--- src/operand_addr_pkg.sv ---
package operand_addr_pkg;

    // addressing modes, seventeen of them in seven families
    typedef enum logic [4:0] {
        mode_inherent = 5'h00,
        mode_immediate = 5'h01,
        mode_short_direct = 5'h02,
        mode_long_direct = 5'h03,
        mode_noofs_indexed = 5'h04,
        mode_short_indexed = 5'h05,
        mode_long_indexed = 5'h06,
        mode_short_indirect = 5'h07,
        mode_long_indirect = 5'h08,
        mode_short_ind_indexed = 5'h09,
        mode_long_ind_indexed = 5'h0a,
        mode_rel_direct = 5'h0b,
        mode_rel_indirect = 5'h0c,
        mode_bit_direct = 5'h0d,
        mode_bit_indirect = 5'h0e,
        mode_bit_direct_rel = 5'h0f,
        mode_bit_indirect_rel = 5'h10
    } addr_mode_t;

    localparam logic [4:0] mode_count = 5'h11;

    // operand bytes after the opcode, per mode (index bit adds one more in indexed modes)
    localparam logic [1:0] len_none = 2'h0;
    localparam logic [1:0] len_one = 2'h1;
    localparam logic [1:0] len_two = 2'h2;
    localparam logic [1:0] len_three = 2'h3;

    localparam logic [15:0] page_zero_top = 16'h00ff;

    typedef enum logic [5:0] {
        st_idle = 6'b000001,
        st_fetch_hi = 6'b000010,
        st_fetch_lo = 6'b000100,
        st_ptr_hi = 6'b001000,
        st_ptr_lo = 6'b010000,
        st_done = 6'b100000
    } agen_state_t;

endpackage : operand_addr_pkg

--- src/operand_address_generator.sv ---
`timescale 1ns/1ps

module operand_address_generator
    import operand_addr_pkg::*;
(
    // clock and reset
    input wire logic clk_in,
    input wire logic rst_in,
    // decode request
    input wire logic start_in,
    input wire logic [4:0] mode_in,
    input wire logic use_second_index_in,
    input wire logic rmw_in,
    input wire logic [7:0] first_index_in,
    input wire logic [7:0] second_index_in,
    input wire logic [15:0] next_pc_in,
    // memory read port
    input wire logic mem_ready_in,
    input wire logic [7:0] mem_data_in,
    output logic mem_read_out,
    output logic [15:0] mem_addr_out,
    // result
    output logic done_out,
    output logic illegal_out,
    output logic [1:0] operand_len_out,
    output logic [15:0] ea_out,
    output logic busy_out
);

    agen_state_t state_reg, state_next;
    addr_mode_t mode_reg;
    logic [15:0] fetch_ptr_reg;
    logic [7:0] imm_reg;
    logic [7:0] ptr_reg;
    logic [7:0] index_reg;
    logic [15:0] pc_reg;
    logic need_word, need_ptr, word_ptr, indexed, relative, mode_ok;
    logic word_ptr_reg, indexed_reg, need_word_reg, need_ptr_reg, relative_reg;
    logic [1:0] len_next;
    logic [15:0] ea_next;

    // per-mode decode of the operand field shape
    always_comb
    begin
        need_word = 1'b0;
        need_ptr = 1'b0;
        word_ptr = 1'b0;
        indexed = 1'b0;
        relative = 1'b0;
        len_next = len_none;
        case (addr_mode_t'(mode_in))
            mode_inherent: len_next = len_none;
            mode_immediate: len_next = len_one;
            mode_short_direct, mode_bit_direct: len_next = len_one;
            mode_long_direct:
            begin
                need_word = 1'b1;
                len_next = len_two;
            end
            mode_noofs_indexed: indexed = 1'b1;
            mode_short_indexed:
            begin
                indexed = 1'b1;
                len_next = len_one;
            end
            mode_long_indexed:
            begin
                indexed = 1'b1;
                need_word = 1'b1;
                len_next = len_two;
            end
            mode_short_indirect, mode_bit_indirect:
            begin
                need_ptr = 1'b1;
                len_next = len_one;
            end
            mode_long_indirect:
            begin
                need_ptr = 1'b1;
                word_ptr = 1'b1;
                len_next = len_one;
            end
            mode_short_ind_indexed:
            begin
                need_ptr = 1'b1;
                indexed = 1'b1;
                len_next = len_one;
            end
            mode_long_ind_indexed:
            begin
                need_ptr = 1'b1;
                word_ptr = 1'b1;
                indexed = 1'b1;
                len_next = len_one;
            end
            mode_rel_direct:
            begin
                relative = 1'b1;
                len_next = len_one;
            end
            mode_rel_indirect:
            begin
                relative = 1'b1;
                need_ptr = 1'b1;
                len_next = len_one;
            end
            mode_bit_direct_rel: len_next = len_two;
            mode_bit_indirect_rel:
            begin
                need_ptr = 1'b1;
                len_next = len_two;
            end
            default: len_next = len_none;
        endcase
        // second index prefix byte
        if (indexed && use_second_index_in)
        begin
            len_next = len_next + len_one;
        end
    end

    // read-modify-write refused with long sub-modes; unknown codes refused
    assign mode_ok = (mode_in < mode_count) &&
        !(rmw_in && (need_word || word_ptr));

    always_ff @(posedge clk_in or posedge rst_in)
    begin
        if (rst_in)
        begin
            state_reg <= st_idle;
        end
        else
        begin
            state_reg <= state_next;
        end
    end

    always_comb
    begin
        state_next = state_reg;
        case (state_reg)
            st_idle:
            begin
                if (start_in && mode_ok)
                begin
                    if (mode_in == mode_inherent || mode_in == mode_immediate
                        || mode_in == mode_noofs_indexed)
                    begin
                        state_next = st_done;
                    end
                    else
                    begin
                        state_next = st_fetch_hi;
                    end
                end
            end
            st_fetch_hi:
            begin
                if (mem_ready_in)
                begin
                    state_next = need_word_reg ? st_fetch_lo :
                        (need_ptr_reg ? st_ptr_hi : st_done);
                end
            end
            st_fetch_lo, st_ptr_lo:
            begin
                if (mem_ready_in)
                begin
                    state_next = st_done;
                end
            end
            st_ptr_hi:
            begin
                if (mem_ready_in)
                begin
                    state_next = word_ptr_reg ? st_ptr_lo : st_done;
                end
            end
            default: state_next = st_idle;
        endcase
    end

    // request capture
    always_ff @(posedge clk_in or posedge rst_in)
    begin
        if (rst_in)
        begin
            mode_reg <= mode_inherent;
            index_reg <= 8'h00;
            pc_reg <= 16'h0000;
            word_ptr_reg <= 1'b0;
            indexed_reg <= 1'b0;
            need_word_reg <= 1'b0;
            need_ptr_reg <= 1'b0;
            relative_reg <= 1'b0;
            operand_len_out <= len_none;
        end
        else if (state_reg == st_idle && start_in && mode_ok)
        begin
            mode_reg <= addr_mode_t'(mode_in);
            index_reg <= use_second_index_in ? second_index_in : first_index_in;
            pc_reg <= next_pc_in + {14'h0000, len_next};
            word_ptr_reg <= word_ptr;
            indexed_reg <= indexed;
            need_word_reg <= need_word;
            need_ptr_reg <= need_ptr;
            relative_reg <= relative;
            operand_len_out <= len_next;
        end
    end

    // operand field and pointer bytes, high byte of a word first
    always_ff @(posedge clk_in or posedge rst_in)
    begin
        if (rst_in)
        begin
            imm_reg <= 8'h00;
            ptr_reg <= 8'h00;
        end
        else if (mem_ready_in)
        begin
            case (state_reg)
                st_fetch_hi: imm_reg <= mem_data_in;
                st_ptr_hi: ptr_reg <= mem_data_in;
                default: ptr_reg <= ptr_reg;
            endcase
        end
    end

    // effective address; wider sums wrap in 16 bits, matching a 64K space
    always_comb
    begin
        logic [15:0] base;
        // last byte ends the walk, so it comes off the bus, not a register
        base[7:0] = mem_data_in;
        base[15:8] = (state_reg == st_fetch_lo) ? imm_reg
            : ((state_reg == st_ptr_lo) ? ptr_reg : 8'h00);
        if (relative_reg)
        begin
            ea_next = pc_reg + {{8{base[7]}}, base[7:0]};
        end
        else if (indexed_reg)
        begin
            ea_next = base + {8'h00, index_reg};
        end
        else
        begin
            ea_next = base;
        end
    end

    // memory walk: operand bytes follow the opcode, pointer from page zero
    always_ff @(posedge clk_in or posedge rst_in)
    begin
        if (rst_in)
        begin
            fetch_ptr_reg <= 16'h0000;
            mem_read_out <= 1'b0;
            mem_addr_out <= 16'h0000;
        end
        else
        begin
            mem_read_out <= (state_next == st_fetch_hi) || (state_next == st_fetch_lo)
                || (state_next == st_ptr_hi) || (state_next == st_ptr_lo);
            if (state_reg == st_idle && start_in && mode_ok)
            begin
                fetch_ptr_reg <= next_pc_in;
                mem_addr_out <= next_pc_in;
            end
            else if (mem_ready_in && state_reg == st_fetch_hi)
            begin
                // pointer sits in page zero, byte-sized address
                mem_addr_out <= need_word_reg ? fetch_ptr_reg + 16'h0001
                    : {8'h00, mem_data_in};
            end
            else if (mem_ready_in && state_reg == st_ptr_hi)
            begin
                mem_addr_out <= (mem_addr_out + 16'h0001) & page_zero_top;
            end
        end
    end

    // outputs
    always_ff @(posedge clk_in or posedge rst_in)
    begin
        if (rst_in)
        begin
            done_out <= 1'b0;
            illegal_out <= 1'b0;
            ea_out <= 16'h0000;
            busy_out <= 1'b0;
        end
        else
        begin
            done_out <= (state_next == st_done);
            illegal_out <= (state_reg == st_idle) && start_in && !mode_ok;
            busy_out <= (state_next != st_idle);
            if (state_reg != st_idle && state_next == st_done)
            begin
                ea_out <= ea_next;
            end
            else if (state_reg == st_idle && state_next == st_done)
            begin
                ea_out <= indexed ? {8'h00,
                    (use_second_index_in ? second_index_in : first_index_in)}
                    : next_pc_in;
            end
        end
    end

    a_rmw_refused: assert property (@(posedge clk_in) disable iff (rst_in)
        (state_reg == st_idle && start_in && rmw_in && mode_in == mode_long_direct)
        |=> illegal_out && !busy_out)
        else $error("long mode accepted for rmw");
    a_inherent_len: assert property (@(posedge clk_in) disable iff (rst_in)
        (state_reg == st_idle && start_in && mode_in == mode_inherent)
        |=> done_out && operand_len_out == len_none)
        else $error("inherent length wrong");
    a_noofs_ea: assert property (@(posedge clk_in) disable iff (rst_in)
        (state_reg == st_idle && start_in && mode_in == mode_noofs_indexed
        && !use_second_index_in)
        |=> done_out && ea_out == {8'h00, $past(first_index_in)})
        else $error("no-offset indexed address wrong");
    a_short_page: assert property (@(posedge clk_in) disable iff (rst_in)
        (done_out && mode_reg == mode_short_direct) |-> ea_out <= page_zero_top)
        else $error("short direct left page zero");
    a_short_idx: assert property (@(posedge clk_in) disable iff (rst_in)
        (done_out && mode_reg == mode_short_indexed) |-> ea_out <= 16'h01fe)
        else $error("short indexed beyond range");
    a_rel_range: assert property (@(posedge clk_in) disable iff (rst_in)
        (done_out && relative_reg) |->
        (ea_out - pc_reg <= 16'h007f) || (pc_reg - ea_out <= 16'h0080))
        else $error("relative target out of reach");
    a_rel_disp_mem: assert property (@(posedge clk_in) disable iff (rst_in)
        (done_out && mode_reg == mode_rel_indirect)
        |-> ea_out == pc_reg + {{8{ptr_reg[7]}}, ptr_reg})
        else $error("relative displacement not taken from memory");
    a_second_index: assert property (@(posedge clk_in) disable iff (rst_in)
        (state_reg == st_idle && start_in && mode_in == mode_noofs_indexed
        && use_second_index_in) |=> operand_len_out == len_one)
        else $error("second index length wrong");
    a_ptr_fetch: assert property (@(posedge clk_in) disable iff (rst_in)
        (state_reg == st_ptr_hi) |-> mem_read_out && mem_addr_out <= page_zero_top)
        else $error("pointer outside page zero");

endmodule : operand_address_generator

--- config.mk ---
export PLATFORM = sky130hd
export DESIGN_NAME = operand_address_generator
export DESIGN_NICKNAME = d
export VERILOG_FILES = /design/src/operand_addr_pkg.sv /design/src/operand_address_generator.sv
export SDC_FILE = /design/constraint.sdc
export NUM_CORES = 1
export LEC_CHECK = 0
export ABC_AREA = 1
export BUFFER_PORTS_ARGS = -buffer_cell sky130_fd_sc_hd__buf_2
export CAP_MARGIN = 20
export CELL_PAD_IN_SITES_DETAIL_PLACEMENT = 0
export CELL_PAD_IN_SITES_GLOBAL_PLACEMENT = 2
export CORE_AREA = 3 3 148 150
export DETAILED_ROUTE_END_ITERATION = 16
export DIE_AREA = 0 0 151 153
export PLACE_DENSITY = 0.94
export RECOVER_POWER = 25
export REMOVE_ABC_BUFFERS = 1
export SYNTH_ARGS = -nofsm -noshare
export SYNTH_HDL_FRONTEND = slang
export SYNTH_SLANG_ARGS = --single-unit
--- constraint.sdc ---
create_clock -name clk_in -period 10 [get_ports clk_in]
set_clock_uncertainty 0.15 [all_clocks]
set_input_delay 2 -clock clk_in [delete_from_list [all_inputs] [get_ports clk_in]]
set_output_delay 2 -clock clk_in [all_outputs]
set_load 0.01 [all_outputs]
==> results.txt <==
For the aggregate global-route resource usage, the log shows 0.200. The most used flip-flop cell after synthesis is sky130_fd_sc_hd__dfrtp_1. Accumulated negative setup slack: 0 ps.

Measured along the y axis, the die boundary spans 153 µm. The area growth from synthesis to layout was 13.2%. The total of flip-flops plus latches after synthesis is 105.

The number of ports placed on the die boundary was 89. Setup violations remaining at the end of the flow were counted as 0. For the synthesized cell area, the log shows 7380 µm². The core region area is 20800 µm².

The kind of end point of the critical path was an async pin. For this run, the top clock speed supported by timing is 149 MHz. At the pin with the least slew margin, the transition time is 3830 ps.

For the data arrival at the endpoint of the critical path, the log shows 6140 ps. The final wirelength is 22300 µm. The Yosys step of the flow raised 0 warnings. Max-cap violation count: 1.

The number of nets in the layout is 1193. The first-iteration detailed-routing DRC count is 459. In this run, synthesis inferred 0 flip-flops with an integrated enable. The die covers 23100 µm². The number of cells upsized or downsized after cts was 0; the number of standard cells in the layout, taps in and fillers out was 1391. The kind of start point of the critical path was an input port. The run finished, with violations left. The portion of the clock cycle consumed by the worst path in the final layout is 0.671. Summing all flip-flop and latch instances after layout gives 2630 µm². For this run, the detailed router's first-pass iteration total came to 5. The share of flip-flops with an asynchronous set or reset after synthesis is 1.00, and the worst setup slack after placement is 4600 ps.

Entering global routing, the biggest net connects 77 pins. Setup slack on the critical path of the routed design comes to 3290 ps. The repair_antennas step left the layout with diodes totalling 0. Share of post-route cells with drive strength above 1: 0.132. The longest clock path from root to sink contains 2 buffers.

Dividing the detail-routed via count by the number of cells gives 5.09. Buffers inserted to repair hold after CTS numbered 0. TritonCTS created 9 clock buffers. Counting I/O delays and the setup requirement, the final critical path takes 6710 ps.

Half-perimeter wire length after placement: 16900 µm. From left edge to right edge, the die measures 151 µm. For this run, design rule violations remaining after detail routing come to 0. After clock tree synthesis, the clock-pin slew on the worst setup and hold paths is 80 ps. Data required time of the worst path: 9430 ps. After detailed placement, the design holds a cell count of 1374.

The worst relative slew slack is -1.56, and the weighted congestion reported at the end of routability-driven placement is 0.918. The hold violation count in the final report is 0, and the instance count of the mapped netlist is 1042. Remaining global-route overflow: 0. The number of port buffers came out at 88. The multi-input combinational cells in the finished layout cover a total of 4130 µm².

The utilization after layout is 0.401, and the ratio of total power to cell area is 253 nW/µm². Number of pins exceeding their max-slew limit in the final report: 70. The clock net in this run drives a total of 105 sinks. Across all layers, the routed design uses 7083 vias. TritonCTS built the clock tree. The total number of placement rows came out at 53. The detail route stage leaves a number of antenna-violating nets equal to 0.

In this run the worst path has a maximum fanout of 69. The initial standard-cell utilization of the core is 0.355. The run gives 0.356 as the portion of the post-synthesis area used by sequential elements. CTS built an H-tree with a depth of 3. The clock latency on the worst-skew pair came out at 360 ps. The run gives 2257 as the fill cell instance count of the final layout.

The cell sitting at the root of the clock tree is a sky130_fd_sc_hd__clkbuf_16. Initial antenna violation count: 0. The number of global-route vias before repair was 6832. Setup repair after global routing left no endpoint under its margin. The final reports fail on capacitance limit, slew limit. Dividing the detail-routed wire length by the instance count gives 16.1 µm.

The synthesized area per cell is 7.09 µm², and the number of distinct library cell variants in the gate-level netlist after synthesis is 52. The standby leakage power was 4.18 nW; the post-CTS setup buffer count was 0. Kind of path behind the tightest hold check: register to register.

IR analysis of the VDD net gives a maximum drop of 0.123 mV. For the setup slack of the worst register-to-register path, the log shows 6600 ps. The type of the worst setup path is input port to async pin. The first global-routing pass estimated 36900 µm of wire.
-- critical path: stages --
cell	delay [ps]
sky130_fd_sc_hd__buf_2	100
sky130_fd_sc_hd__clkinvlp_2	830
sky130_fd_sc_hd__clkbuf_1	430
sky130_fd_sc_hd__clkbuf_1	2740
-- placed cells by master, fill, tap and decap left out, types with 4 or more instances in the layout --
master                        n
sky130_fd_sc_hd__xor2_1      18
sky130_fd_sc_hd__o21bai_1     5
sky130_fd_sc_hd__a31oi_1      9
sky130_fd_sc_hd__nand3b_1     7
sky130_fd_sc_hd__ha_1        28
sky130_fd_sc_hd__nand2_1    319
sky130_fd_sc_hd__nand4_1     27
sky130_fd_sc_hd__clkbuf_1     4
sky130_fd_sc_hd__dfrtp_1    104
sky130_fd_sc_hd__xnor2_1      7
sky130_fd_sc_hd__o21ai_1      4
sky130_fd_sc_hd__nand3_1     89
sky130_fd_sc_hd__o211ai_1    13
sky130_fd_sc_hd__inv_1      105
sky130_fd_sc_hd__bufinv_16    4
sky130_fd_sc_hd__buf_2       87
sky130_fd_sc_hd__a21oi_1     48
sky130_fd_sc_hd__nor2_1      67
sky130_fd_sc_hd__nor2_4       8
sky130_fd_sc_hd__nor2_2       4
sky130_fd_sc_hd__nand2_2      7
sky130_fd_sc_hd__o21ai_0     84
sky130_fd_sc_hd__inv_2        9
sky130_fd_sc_hd__clkbuf_16    9
sky130_fd_sc_hd__nor3_1       6
sky130_fd_sc_hd__o31ai_1      4
-- metrics by stage --
step                total power (W)  instance area [µm²]  hold slack, ps
floorplan                   0.00137                 7200             299
global placement            0.00167                 8000             306
detailed placement          0.00168                 8000             318
CTS                         0.00213                 8360             337
global route                0.00231                 8360             353
finish                      0.00212                 8360             325
-- report_power, final --
part / leakage [nW] / total (W) / switching [W] / internal (W)
sequential: 1.33 / 0.000740 / 0.000143 / 0.000597
combinational: 2.68 / 0.000934 / 0.000590 / 0.000345
clock: 0.177 / 0.000441 / 0.000170 / 0.000272
-- logic make-up (layout without fill, tap and decap cells) --
group / after synthesis / after routing / share of synthesized area
fa+ha+maj: 31 / 31 / 0.0556
buf+inv: 150 / 224 / 0.0847
simple gates: 547 / 547 / 0.331
flops: 105 / 105 / 0.356
xor+xnor: 25 / 25 / 0.0297
compound gates: 184 / 184 / 0.143
-- worst paths after layout --
path                         startpoint               to  cells after the start
max reg2reg                state_reg[5]  mem_addr_out[7]                      9
max in group clk_in          mode_in[3]       pc_reg[14]                     22
max                              rst_in       imm_reg[7]                      4
min                           ea_out[0]        ea_out[0]                      2
min in group asynchronous        rst_in  mem_addr_out[1]                      2
min reg2reg                   ea_out[0]        ea_out[0]                      2
-- area by class of cell --
cell class	instances	share of cell area
flip-flops and latches	105	0.315
repair buffers	90	0.0535
inverters	118	0.0532
multi-input cells	787	0.494
clock buffers	10	0.0274
clock inverters	6	0.0165
well taps	275	0.0412
-- synth_stat cells (3+ instances only) --
library cell                 n  area share
sky130_fd_sc_hd__a211oi_1    3      0.0031
sky130_fd_sc_hd__a21oi_1    48       0.033
sky130_fd_sc_hd__a31oi_1     9      0.0076
sky130_fd_sc_hd__buf_2      11      0.0075
sky130_fd_sc_hd__buf_4       5      0.0051
sky130_fd_sc_hd__buf_6       4      0.0061
sky130_fd_sc_hd__clkbuf_1   11      0.0056
sky130_fd_sc_hd__clkinv_1    3      0.0015
sky130_fd_sc_hd__dfrtp_1   104        0.35
sky130_fd_sc_hd__fa_1        3      0.0081
sky130_fd_sc_hd__ha_1       28       0.047
sky130_fd_sc_hd__inv_1     106       0.054
sky130_fd_sc_hd__inv_2       9      0.0046
sky130_fd_sc_hd__nand2_1   318        0.16
sky130_fd_sc_hd__nand2_2     8      0.0068
sky130_fd_sc_hd__nand3_1    89       0.060
sky130_fd_sc_hd__nand3b_1    7      0.0071
sky130_fd_sc_hd__nand4_1    27       0.023
sky130_fd_sc_hd__nor2_1     67       0.034
sky130_fd_sc_hd__nor2_2      4      0.0034
sky130_fd_sc_hd__nor2_4      8       0.012
sky130_fd_sc_hd__nor3_1      6      0.0041
sky130_fd_sc_hd__o211ai_1   13       0.013
sky130_fd_sc_hd__o21ai_0    84       0.057
sky130_fd_sc_hd__o21ai_1     4      0.0027
sky130_fd_sc_hd__o21bai_1    5      0.0051
sky130_fd_sc_hd__o221ai_1    3      0.0036
sky130_fd_sc_hd__o31ai_1     4      0.0041
sky130_fd_sc_hd__xnor2_1     7      0.0083
sky130_fd_sc_hd__xor2_1     18       0.021
-- layer usage --
metal	global-route usage	up-vias	part of all wire
li1	-	3579	-
met2	0.317	166	0.46
met3	0.0276	20	0.039
met1	0.292	3318	0.49
met5	0	-	0
met4	0.0397	0	0.011
No activity file was read; power rests on OpenSTA's default activity.
